File: config.mk
export PLATFORM = sky130hd
export DESIGN_NAME = derp_top
export DESIGN_NICKNAME = d
export VERILOG_FILES = /design/src/derp_pkg.sv /design/src/derp_sync.sv /design/src/derp_strap.sv /design/src/derp_top.sv
export SDC_FILE = /design/constraint.sdc
export NUM_CORES = 1
export LEC_CHECK = 0
export BUFFER_PORTS_ARGS = -buffer_cell sky130_fd_sc_hd__buf_2
export CORE_ASPECT_RATIO = 1.2
export CORE_MARGIN = 2
export CORE_UTILIZATION = 33
export CTS_BUF_LIST = sky130_fd_sc_hd__clkbuf_8
export DETAILED_ROUTE_END_ITERATION = 10
export PLACE_DENSITY_LB_ADDON = 0.12
export SYNTH_ARGS = -nofsm -noshare
export SYNTH_HDL_FRONTEND = slang
export SYNTH_SLANG_ARGS = --single-unit
File: constraint.sdc
create_clock -name ref_clk -period 2.95 [get_ports ref_clk]
set_input_delay 0.4425 -clock ref_clk [delete_from_list [all_inputs] [get_ports ref_clk]]
set_output_delay 0.4425 -clock ref_clk [all_outputs]
set_load 0.005 [all_outputs]
File: src/derp_pkg.sv
// Package for the debug event and reset strap pin logic.
// Assumes one core clock domain; pins arrive asynchronous to it.
package derp_pkg;

  // ----------------------------------------------------------------
  // Counts and reset values
  // ----------------------------------------------------------------
  localparam int         EVT_PINS      = 4;
  localparam int         SYNC_STAGES   = 3;
  localparam int         XFER_BITS     = 3;
  localparam int         WIDE_BUS_BITS = 64;
  localparam int         NARROW_BUS_BITS = 32;
  localparam logic [3:0] DIR_RESET     = 4'h0;
  localparam logic [2:0] CODE_RESET    = 3'h0;
  localparam logic [7:0] CNT_RESET     = 8'h00;

  // ----------------------------------------------------------------
  // Field positions of per-pin input function selects
  // ----------------------------------------------------------------
  localparam int SEL_CHAN  = 0;
  localparam int SEL_EVENT = 1;
  localparam int SEL_EXTRA = 2;

  // ----------------------------------------------------------------
  // Types
  // ----------------------------------------------------------------
  typedef enum logic [1:0] {
    derp_in_chan,
    derp_in_event,
    derp_in_extra,
    derp_in_off
  } derp_in_mode_t;

  typedef enum {
    derp_st_reset,
    derp_st_run
  } derp_state_t;

  typedef struct packed {
    logic debug_request;
    logic [3:0] chan_enable;
    logic [3:0] debug_event;
    logic counter_enable;
  } derp_in_fn_t;

  typedef struct packed {
    logic [3:0] chan_detect;
    logic debug_ack;
    logic ack_on_pin1;
    logic receive_read;
  } derp_out_src_t;

  typedef struct packed {
    logic valid;
    logic [2:0] code;
    logic [2:0] bank;
  } derp_bus_info_t;

endpackage : derp_pkg

File: src/derp_sync.sv
// Three-stage synchroniser with agreement filter for asynchronous pins.
// Assumes ref_clk domain; output changes when stages two and three agree.
module derp_sync #(
  parameter int WIDTH = 1
) (
  input  wire logic             ref_clk,
  input  wire logic             rst,
  input  wire logic [WIDTH-1:0] pin,
  output logic      [WIDTH-1:0] level
);

  logic [WIDTH-1:0] st1;
  logic [WIDTH-1:0] st2;
  logic [WIDTH-1:0] st3;
  wire  [WIDTH-1:0] agree = ~(st2 ^ st3);
  wire  [WIDTH-1:0] next_level = (agree & st3) | (~agree & level);

  if (WIDTH < 1) begin : g_width_check
    $error("derp_sync width must be positive");
  end

  always_ff @(posedge ref_clk or posedge rst) begin
    if (rst) begin
      st1   <= '0;
      st2   <= '0;
      st3   <= '0;
      level <= '0;
    end else begin
      st1   <= pin;
      st2   <= st1;
      st3   <= st2;
      level <= next_level;
    end
  end

endmodule : derp_sync

File: src/derp_strap.sv
// Captures strap levels at each power-on reset release.
// Assumes straps already synchronised; por_active is a synchronous level.
module derp_strap (
  input  wire logic ref_clk,
  input  wire logic rst,
  input  wire logic por_active,
  input  wire logic debug_mode_strap,
  input  wire logic host_port_strap,
  output logic      debug_mode,
  output logic      host_port_en,
  output logic      captured
);

  logic por_seen;
  wire  release_edge = por_seen & ~por_active;

  always_ff @(posedge ref_clk or posedge rst) begin
    if (rst) begin
      por_seen     <= 1'b1;
      debug_mode   <= 1'b0;
      host_port_en <= 1'b0;
      captured     <= 1'b0;
    end else begin
      por_seen <= por_active;
      if (release_edge) begin
        debug_mode   <= debug_mode_strap;
        host_port_en <= host_port_strap;
        captured     <= 1'b1;
      end else if (por_active) begin
        captured <= 1'b0;
      end
    end
  end

endmodule : derp_strap

File: src/derp_top.sv
// Debug event pins, reset straps, transfer code and bank select pins.
// Assumes core event logic on ref_clk; pins are asynchronous inputs.
// Functional notes
// - Debug mode strap sampled at reset release.
// - Host strap enables host port, 32-bit bus.
// - Four event pins default input, individually reconfigurable.
// - Pin 0 input: debug request, channel, event.
// - Pin 0 output: channel 0 detection.
// - Pin 1 input: channel 1 or event.
// - Pin 1 output: debug acknowledge or channel 1.
// - Pin 2 input: channel, event, or counter enable.
// - Pin 2 output: channel 2 detection.
// - Pin 3 input: channel 3 or event.
// - Pin 3 output: receive register was read.
// - Transfer code shows own bus transactions.
// - Same pins give SDRAM bank in pipelined mode.
module derp_top (
  input  wire logic                          ref_clk,
  input  wire logic                          rst,
  input  wire logic                          power_on_reset_n,
  input  wire logic                          debug_mode_strap,
  input  wire logic                          host_port_strap,
  input  wire logic [derp_pkg::EVT_PINS-1:0] event_pin_in,
  output logic      [derp_pkg::EVT_PINS-1:0] event_pin_out,
  output logic      [derp_pkg::EVT_PINS-1:0] event_pin_oe,
  input  wire logic                          dir_write,
  input  wire logic [derp_pkg::EVT_PINS-1:0] dir_value,
  input  wire logic                          mode_write,
  input  wire derp_pkg::derp_in_mode_t       mode_value [4],
  input  wire logic                          ack_on_pin1,
  input  wire logic [3:0]                    chan_detect,
  input  wire logic                          debug_ack,
  input  wire logic                          debug_receive_reg_read,
  input  wire derp_pkg::derp_bus_info_t      bus_info,
  input  wire logic                          pipelined_bus_mode,
  input  wire logic                          event_count_tick,
  output derp_pkg::derp_in_fn_t              in_fn,
  output logic      [7:0]                    event_count,
  output logic                               debug_mode,
  output logic                               host_port_en,
  output logic                               bus_narrow,
  output logic                               host_config_pending,
  output logic                               xfer_code_0,
  output logic                               xfer_code_1,
  output logic                               xfer_code_2,
  output logic                               sdram_bank_sel_0,
  output logic                               sdram_bank_sel_1,
  output logic                               sdram_bank_sel_2
);

  // ----------------------------------------------------------------
  // Elaboration checks
  // ----------------------------------------------------------------
  if (derp_pkg::EVT_PINS != 4) begin : g_pin_count
    $error("derp_top is wired for exactly four event pins");
  end

  if (derp_pkg::XFER_BITS != 3) begin : g_xfer_count
    $error("derp_top is wired for exactly three shared pins");
  end

  if (derp_pkg::SYNC_STAGES != 3) begin : g_sync_count
    $error("derp_top expects a three-stage synchroniser");
  end

  // ----------------------------------------------------------------
  // Pin synchronisers
  // ----------------------------------------------------------------
  logic [derp_pkg::EVT_PINS+2:0] raw_pins;
  logic [derp_pkg::EVT_PINS+2:0] sync_pins;

  assign raw_pins = {power_on_reset_n, debug_mode_strap,
                     host_port_strap, event_pin_in};

  derp_sync #(
    .WIDTH (derp_pkg::EVT_PINS + 3)
  ) u_sync (
    .ref_clk (ref_clk),
    .rst     (rst),
    .pin     (raw_pins),
    .level   (sync_pins)
  );

  wire                          por_active = ~sync_pins[6];
  wire                          dbg_strap_s = sync_pins[5];
  wire                          host_strap_s = sync_pins[4];
  wire [derp_pkg::EVT_PINS-1:0] pin_s = sync_pins[3:0];

  // ----------------------------------------------------------------
  // Strap capture
  // ----------------------------------------------------------------
  logic strap_done;
  logic strap_host;

  derp_strap u_strap (
    .ref_clk          (ref_clk),
    .rst              (rst),
    .por_active       (por_active),
    .debug_mode_strap (dbg_strap_s),
    .host_port_strap  (host_strap_s),
    .debug_mode       (debug_mode),
    .host_port_en     (strap_host),
    .captured         (strap_done)
  );

  // ----------------------------------------------------------------
  // Control state
  // ----------------------------------------------------------------
  derp_pkg::derp_state_t   state;
  derp_pkg::derp_state_t   next_state;
  derp_pkg::derp_in_mode_t mode [4];
  logic [derp_pkg::EVT_PINS-1:0] dir;

  wire run = (state == derp_pkg::derp_st_run);
  wire [3:0] run_mask = {4{run}};

  always_comb begin
    case (state)
      derp_pkg::derp_st_reset:
        next_state = strap_done ? derp_pkg::derp_st_run
                                : derp_pkg::derp_st_reset;
      derp_pkg::derp_st_run:
        next_state = por_active ? derp_pkg::derp_st_reset
                                : derp_pkg::derp_st_run;
      default:
        next_state = derp_pkg::derp_st_reset;
    endcase
  end

  always_ff @(posedge ref_clk or posedge rst) begin
    if (rst) begin
      state <= derp_pkg::derp_st_reset;
    end else begin
      state <= next_state;
    end
  end

  always_ff @(posedge ref_clk or posedge rst) begin
    if (rst) begin
      dir <= derp_pkg::DIR_RESET;
    end else if (!run) begin
      dir <= derp_pkg::DIR_RESET;
    end else if (dir_write) begin
      dir <= dir_value;
    end
  end

  always_ff @(posedge ref_clk or posedge rst) begin
    if (rst) begin
      for (int i = 0; i < 4; i++) begin
        mode[i] <= derp_pkg::derp_in_chan;
      end
    end else if (!run) begin
      for (int i = 0; i < 4; i++) begin
        mode[i] <= derp_pkg::derp_in_chan;
      end
    end else if (mode_write) begin
      for (int i = 0; i < 4; i++) begin
        mode[i] <= mode_value[i];
      end
    end
  end

  // ----------------------------------------------------------------
  // Input functions of event pins
  // ----------------------------------------------------------------
  function automatic logic pin_fn(input logic act,
                                  input derp_pkg::derp_in_mode_t m,
                                  input derp_pkg::derp_in_mode_t want);
    pin_fn = act & (m == want);
  endfunction : pin_fn

  wire [3:0] in_act = pin_s & ~dir & run_mask;
  derp_pkg::derp_in_fn_t next_in_fn;

  always_comb begin
    for (int i = 0; i < 4; i++) begin
      next_in_fn.chan_enable[i] =
        pin_fn(in_act[i], mode[i], derp_pkg::derp_in_chan);
      next_in_fn.debug_event[i] =
        pin_fn(in_act[i], mode[i], derp_pkg::derp_in_event);
    end
    // Pin 0 extra use
    next_in_fn.debug_request =
      pin_fn(in_act[0], mode[0], derp_pkg::derp_in_extra);
    // Pin 1 and 3 have channel and event only
    // Pin 2 extra use
    next_in_fn.counter_enable =
      pin_fn(in_act[2], mode[2], derp_pkg::derp_in_extra);
  end

  always_ff @(posedge ref_clk or posedge rst) begin
    if (rst) begin
      in_fn <= '0;
    end else begin
      in_fn <= next_in_fn;
    end
  end

  wire count_step = in_fn.counter_enable & event_count_tick;

  always_ff @(posedge ref_clk or posedge rst) begin
    if (rst) begin
      event_count <= derp_pkg::CNT_RESET;
    end else if (!run) begin
      event_count <= derp_pkg::CNT_RESET;
    end else if (count_step) begin
      event_count <= event_count + 8'h01;
    end
  end

  // ----------------------------------------------------------------
  // Output functions of event pins
  // ----------------------------------------------------------------
  logic [3:0] next_out;

  assign next_out[0] = chan_detect[0];
  assign next_out[1] = ack_on_pin1 ? debug_ack
                                   : chan_detect[1];
  assign next_out[2] = chan_detect[2];
  assign next_out[3] = debug_receive_reg_read;

  wire [3:0] drive_mask   = dir & run_mask;
  wire [3:0] next_pin_out = next_out & drive_mask;

  always_ff @(posedge ref_clk or posedge rst) begin
    if (rst) begin
      event_pin_out <= '0;
    end else begin
      event_pin_out <= next_pin_out;
    end
  end

  always_ff @(posedge ref_clk or posedge rst) begin
    if (rst) begin
      event_pin_oe <= '0;
    end else begin
      event_pin_oe <= drive_mask;
    end
  end

  // ----------------------------------------------------------------
  // Host port and bus width
  // ----------------------------------------------------------------
  wire host_live = strap_host & run;

  always_ff @(posedge ref_clk or posedge rst) begin
    if (rst) begin
      host_port_en <= 1'b0;
      bus_narrow   <= 1'b0;
    end else begin
      host_port_en <= host_live;
      bus_narrow   <= host_live;
    end
  end

  always_ff @(posedge ref_clk or posedge rst) begin
    if (rst) begin
      host_config_pending <= 1'b0;
    end else begin
      host_config_pending <= host_live;
    end
  end

  // ----------------------------------------------------------------
  // Transfer code and bank select pins
  // ----------------------------------------------------------------
  wire [2:0] next_code = (bus_info.valid && run) ? bus_info.code
                                                 : derp_pkg::CODE_RESET;
  wire [2:0] next_bank = run ? bus_info.bank : derp_pkg::CODE_RESET;
  wire [2:0] shared    = pipelined_bus_mode ? next_bank
                                            : next_code;

  wire [2:0] next_xfer_pins = shared & {3{~pipelined_bus_mode}};
  wire [2:0] next_bank_pins = shared & {3{pipelined_bus_mode}};

  always_ff @(posedge ref_clk or posedge rst) begin
    if (rst) begin
      xfer_code_0 <= 1'b0;
      xfer_code_1 <= 1'b0;
      xfer_code_2 <= 1'b0;
    end else begin
      xfer_code_0 <= next_xfer_pins[0];
      xfer_code_1 <= next_xfer_pins[1];
      xfer_code_2 <= next_xfer_pins[2];
    end
  end

  always_ff @(posedge ref_clk or posedge rst) begin
    if (rst) begin
      sdram_bank_sel_0 <= 1'b0;
      sdram_bank_sel_1 <= 1'b0;
      sdram_bank_sel_2 <= 1'b0;
    end else begin
      sdram_bank_sel_0 <= next_bank_pins[0];
      sdram_bank_sel_1 <= next_bank_pins[1];
      sdram_bank_sel_2 <= next_bank_pins[2];
    end
  end

endmodule : derp_top

==> results.sh <==
export IMPL_rsz0062_at_grt="no"
export IMPL_fmax_mhz=735
export IMPL_start_kind="flip-flop"
export IMPL_finalHoldViolCount=0
export IMPL_row_count=36
export IMPL_grt_antenna_before_repair=0
export IMPL_p_leak_nw=1.74
export IMPL_wl_per_cell_um=13.4
export IMPL_seqCellArea_sq_mm=0.00195
export IMPL_hp_class="input port to flip-flop"
export IMPL_ys_ff_latch=78
export IMPL_tritoncts="done"
export IMPL_path_delay_family="flip-flops"
export IMPL_syn_inst=192
export IMPL_yosys_area_top_type="dfrtp_1"
export IMPL_worstSetupPathType="flip-flop to output pin"
export IMPL_worst_slew_pin_slew_ns=0.805
export IMPL_ant_nets=0
export IMPL_place_gp_congestion=0.691
export IMPL_avgViaCountPerCell=4.47
export IMPL_cts_made_buffers=9
export IMPL_grt_pass1_vias=1637
export IMPL_routed_wl_um=5000
export IMPL_cp_cell_sequence="buf_2"
export IMPL_core_area_sq_mm=0.00802
export IMPL_cts_path_max_buffers=2
export IMPL_vias=1664
export IMPL_synth_cell_type_count=35
export IMPL_drive_above_1_share_pct=36.1
export IMPL_arrival_ns=0.92
export IMPL_yosysSeqAreaShare_pct=72.8
export IMPL_area_delta_synth_final_pct=25.4
export IMPL_drt_iter0_drc=50
export IMPL_power_total_w=0.00223
export IMPL_status="finished, final reports clean"
export IMPL_r2r_end="event_count[5]"
export IMPL_worstHoldStart="event_pin_in[1]"
export IMPL_hold_buffers=0
export IMPL_cts_resized=0
export IMPL_htreeDepth=3
export IMPL_whs_path_depth=1
export IMPL_setup_violations_final=0
export IMPL_post_cts_setup_buffer_count=0
export IMPL_fillCellCount=762
export IMPL_synth_fp_nets=232
export IMPL_synthesis_area_sq_mm=0.00268
export IMPL_synth_top_area_share_pct=71.8
export IMPL_die_y_um=103
export IMPL_netlist_top_cells_area="dfrtp_1, mux2i_1, nor2_1, maj3_1, and2_1"
export IMPL_critPathRequiredTime_ns=2.51
export IMPL_setup_tns_final_ns=0
export IMPL_whs_endpoint="u_sync.st1[1]"
export IMPL_fp_dieW_um=86.3
export IMPL_period_minus_slack_ns=1.36
export IMPL_yosys_warnings=0
export IMPL_cts_sinks=78
export IMPL_grt_max_degree=48
export IMPL_relSlewSlack_pct=46.3
export IMPL_synth_area_per_cell_sq_um=14.0
export IMPL_synth_edff_count=0
export IMPL_critPathCaptureType="output pin"
export IMPL_drv_cap=0
export IMPL_port_buffers=73
export IMPL_reg2regPathDepth=3
export IMPL_crit_buf_inv=1
export IMPL_critical_path_depth=1
export IMPL_slew_violations=0
export IMPL_nets=312
export IMPL_dpl_hpwl_um=3480
export IMPL_ir_worst_vdd_mv=0.250
export IMPL_drc=0
export IMPL_max_stage_delay_ns=0.43
export IMPL_grt_overflow_total=0
export IMPL_synthArstFlopShare_pct=100
export IMPL_finalClockSkew_ns=0.00648
export IMPL_cts_root_buf="clkbuf_8"
export IMPL_p_per_area_mw_per_mm2=662
export IMPL_finalCritPeriodShare_pct=46.1
export IMPL_die_area_sq_mm=0.00887
export IMPL_grt_pass1_wl_um=8180
export IMPL_critPathSlowestCell="dfrtp_1"
export IMPL_antenna_diode_count=0
export IMPL_critPathMaxFanout=5
export IMPL_pin_count=75
export IMPL_multiInputGateArea_sq_um=668
export IMPL_grt_usage_pct=12.5
export IMPL_dr_pass1_iters=4
export IMPL_synthFlopType="dfrtp_1"
export IMPL_clkSlewWorstSetupHoldPaths_ns=0.08
export IMPL_start_util_pct=33.5
export IMPL_worstSkewPairLatency_ns=0.33
export IMPL_reg2reg_setup_slack_ns=1.63
export IMPL_r2r_start="event_count[0]"
## cells by family (layout without fill, tap and decap cells)
group                    count (synthesis)  in the layout  synth area share (%)
flip-flops                              78             78                  72.8
AND/OR/NAND/NOR                         65             65                  12.9
multiplexers                            18             18                  6.86
buffers and inverters                   14             99                  2.29
adder cells (fa/ha/maj)                  8              8                  3.08
AO/OA/AOI/OAI                            7              7                  1.40
XOR/XNOR                                 2              2                 0.653
## routing by layer
layer  vias to the layer above  global-route usage, %  wire (um)
met4                         0                   5.05         67
met1                       809                   17.2       2380
met2                        43                   18.6       2310
met5                         -                      0          0
met3                         6                   3.68        239
li1                        806                      -          -
## power by group
| group | switching (W) | internal, W | total, W | leakage (nW) |
|---|---|---|---|---|
| Clock | 0.000375 | 0.000437 | 0.000812 | 0.109 |
| Combinational | 0.000120 | 0.0000980 | 0.000218 | 0.626 |
| Sequential | 0.0000439 | 0.00115 | 0.00120 | 1.00 |
| Total | 0.000539 | 0.00169 | 0.00223 | 1.74 |
## Yosys cell counts (2+ instances only)
cell      instances
nor3_1            3
o21ai_0           2
and2_1            8
dfrtp_1          77
mux2i_1          15
maj3_1            7
nor2_1           19
and3_1            6
buf_4             2
nor4_1            2
nand2_1           8
nand3b_1          2
mux2_2            3
a21oi_1           4
buf_1             2
nand3_1           4
nor3b_1           4
inv_1             6
clkbuf_1          2
## placed cells by master, fill, tap and decap left out, drive strengths merged, types with 2 or more instances in the layout
cell type / Yosys / final
clkbuf: 2 / 11
maj3: 7 / 7
nor2: 19 / 19
and2: 8 / 8
dfrtp: 77 / 77
nor3b: 4 / 4
mux2i: 15 / 15
nor4: 2 / 2
and3: 6 / 6
nand3b: 2 / 2
nand3: 4 / 4
clkinv: 0 / 5
a21oi: 4 / 4
buf: 5 / 76
nor3: 3 / 3
inv: 7 / 6
nand2: 9 / 9
o21ai: 2 / 2
mux2: 3 / 3
or3: 2 / 2
## flip-flops by register name, indices dropped and copies added, names as in the netlist, 4 cells and up, named ones only
| name | flops |
|---|---|
| event_pin_out | 4 |
| u_sync.st2 | 7 |
| dir | 4 |
| in_fn | 10 |
| event_pin_oe | 4 |
| u_sync.st1 | 7 |
| mode | 8 |
| u_sync.st3 | 7 |
| event_count | 8 |
## through the flow
step	utilization, %	instances	worst slack [ns]	hold slack [ns]	cell area [sq um]
floorplan	-	192	0.514	0.331	2680
global placement	39.4	356	1.56	0.333	3160
detailed placement	39.4	356	1.55	0.335	3160
CTS	42.0	372	1.56	0.185	3360
global route	42.0	372	1.54	0.175	3360
finish	42.0	372	1.59	0.207	3360
## area by class of cell
type	instances	share of cell area, %
clock buffer	11	4.50
clock inverter	5	1.71
inverter	7	0.818
multi-input combinational	100	19.9
sequential	78	58.1
tap	95	3.53
timing repair buffer	76	11.5
## worst max-delay path by stage
stage	from	endpoint	slack, ns
after floorplan	rst	asynchronous set/reset pin	0.51
after global placement	event_count_tick	event_count[5]	1.56
after detailed placement	event_count_tick	event_count[5]	1.55
after CTS	in_fn[0]	in_fn[0]	1.56
after global routing	event_count[3]	event_count[3]	1.54
final	in_fn[0]	in_fn[0]	1.59
Note: power is estimated with default switching activity, not from simulation.
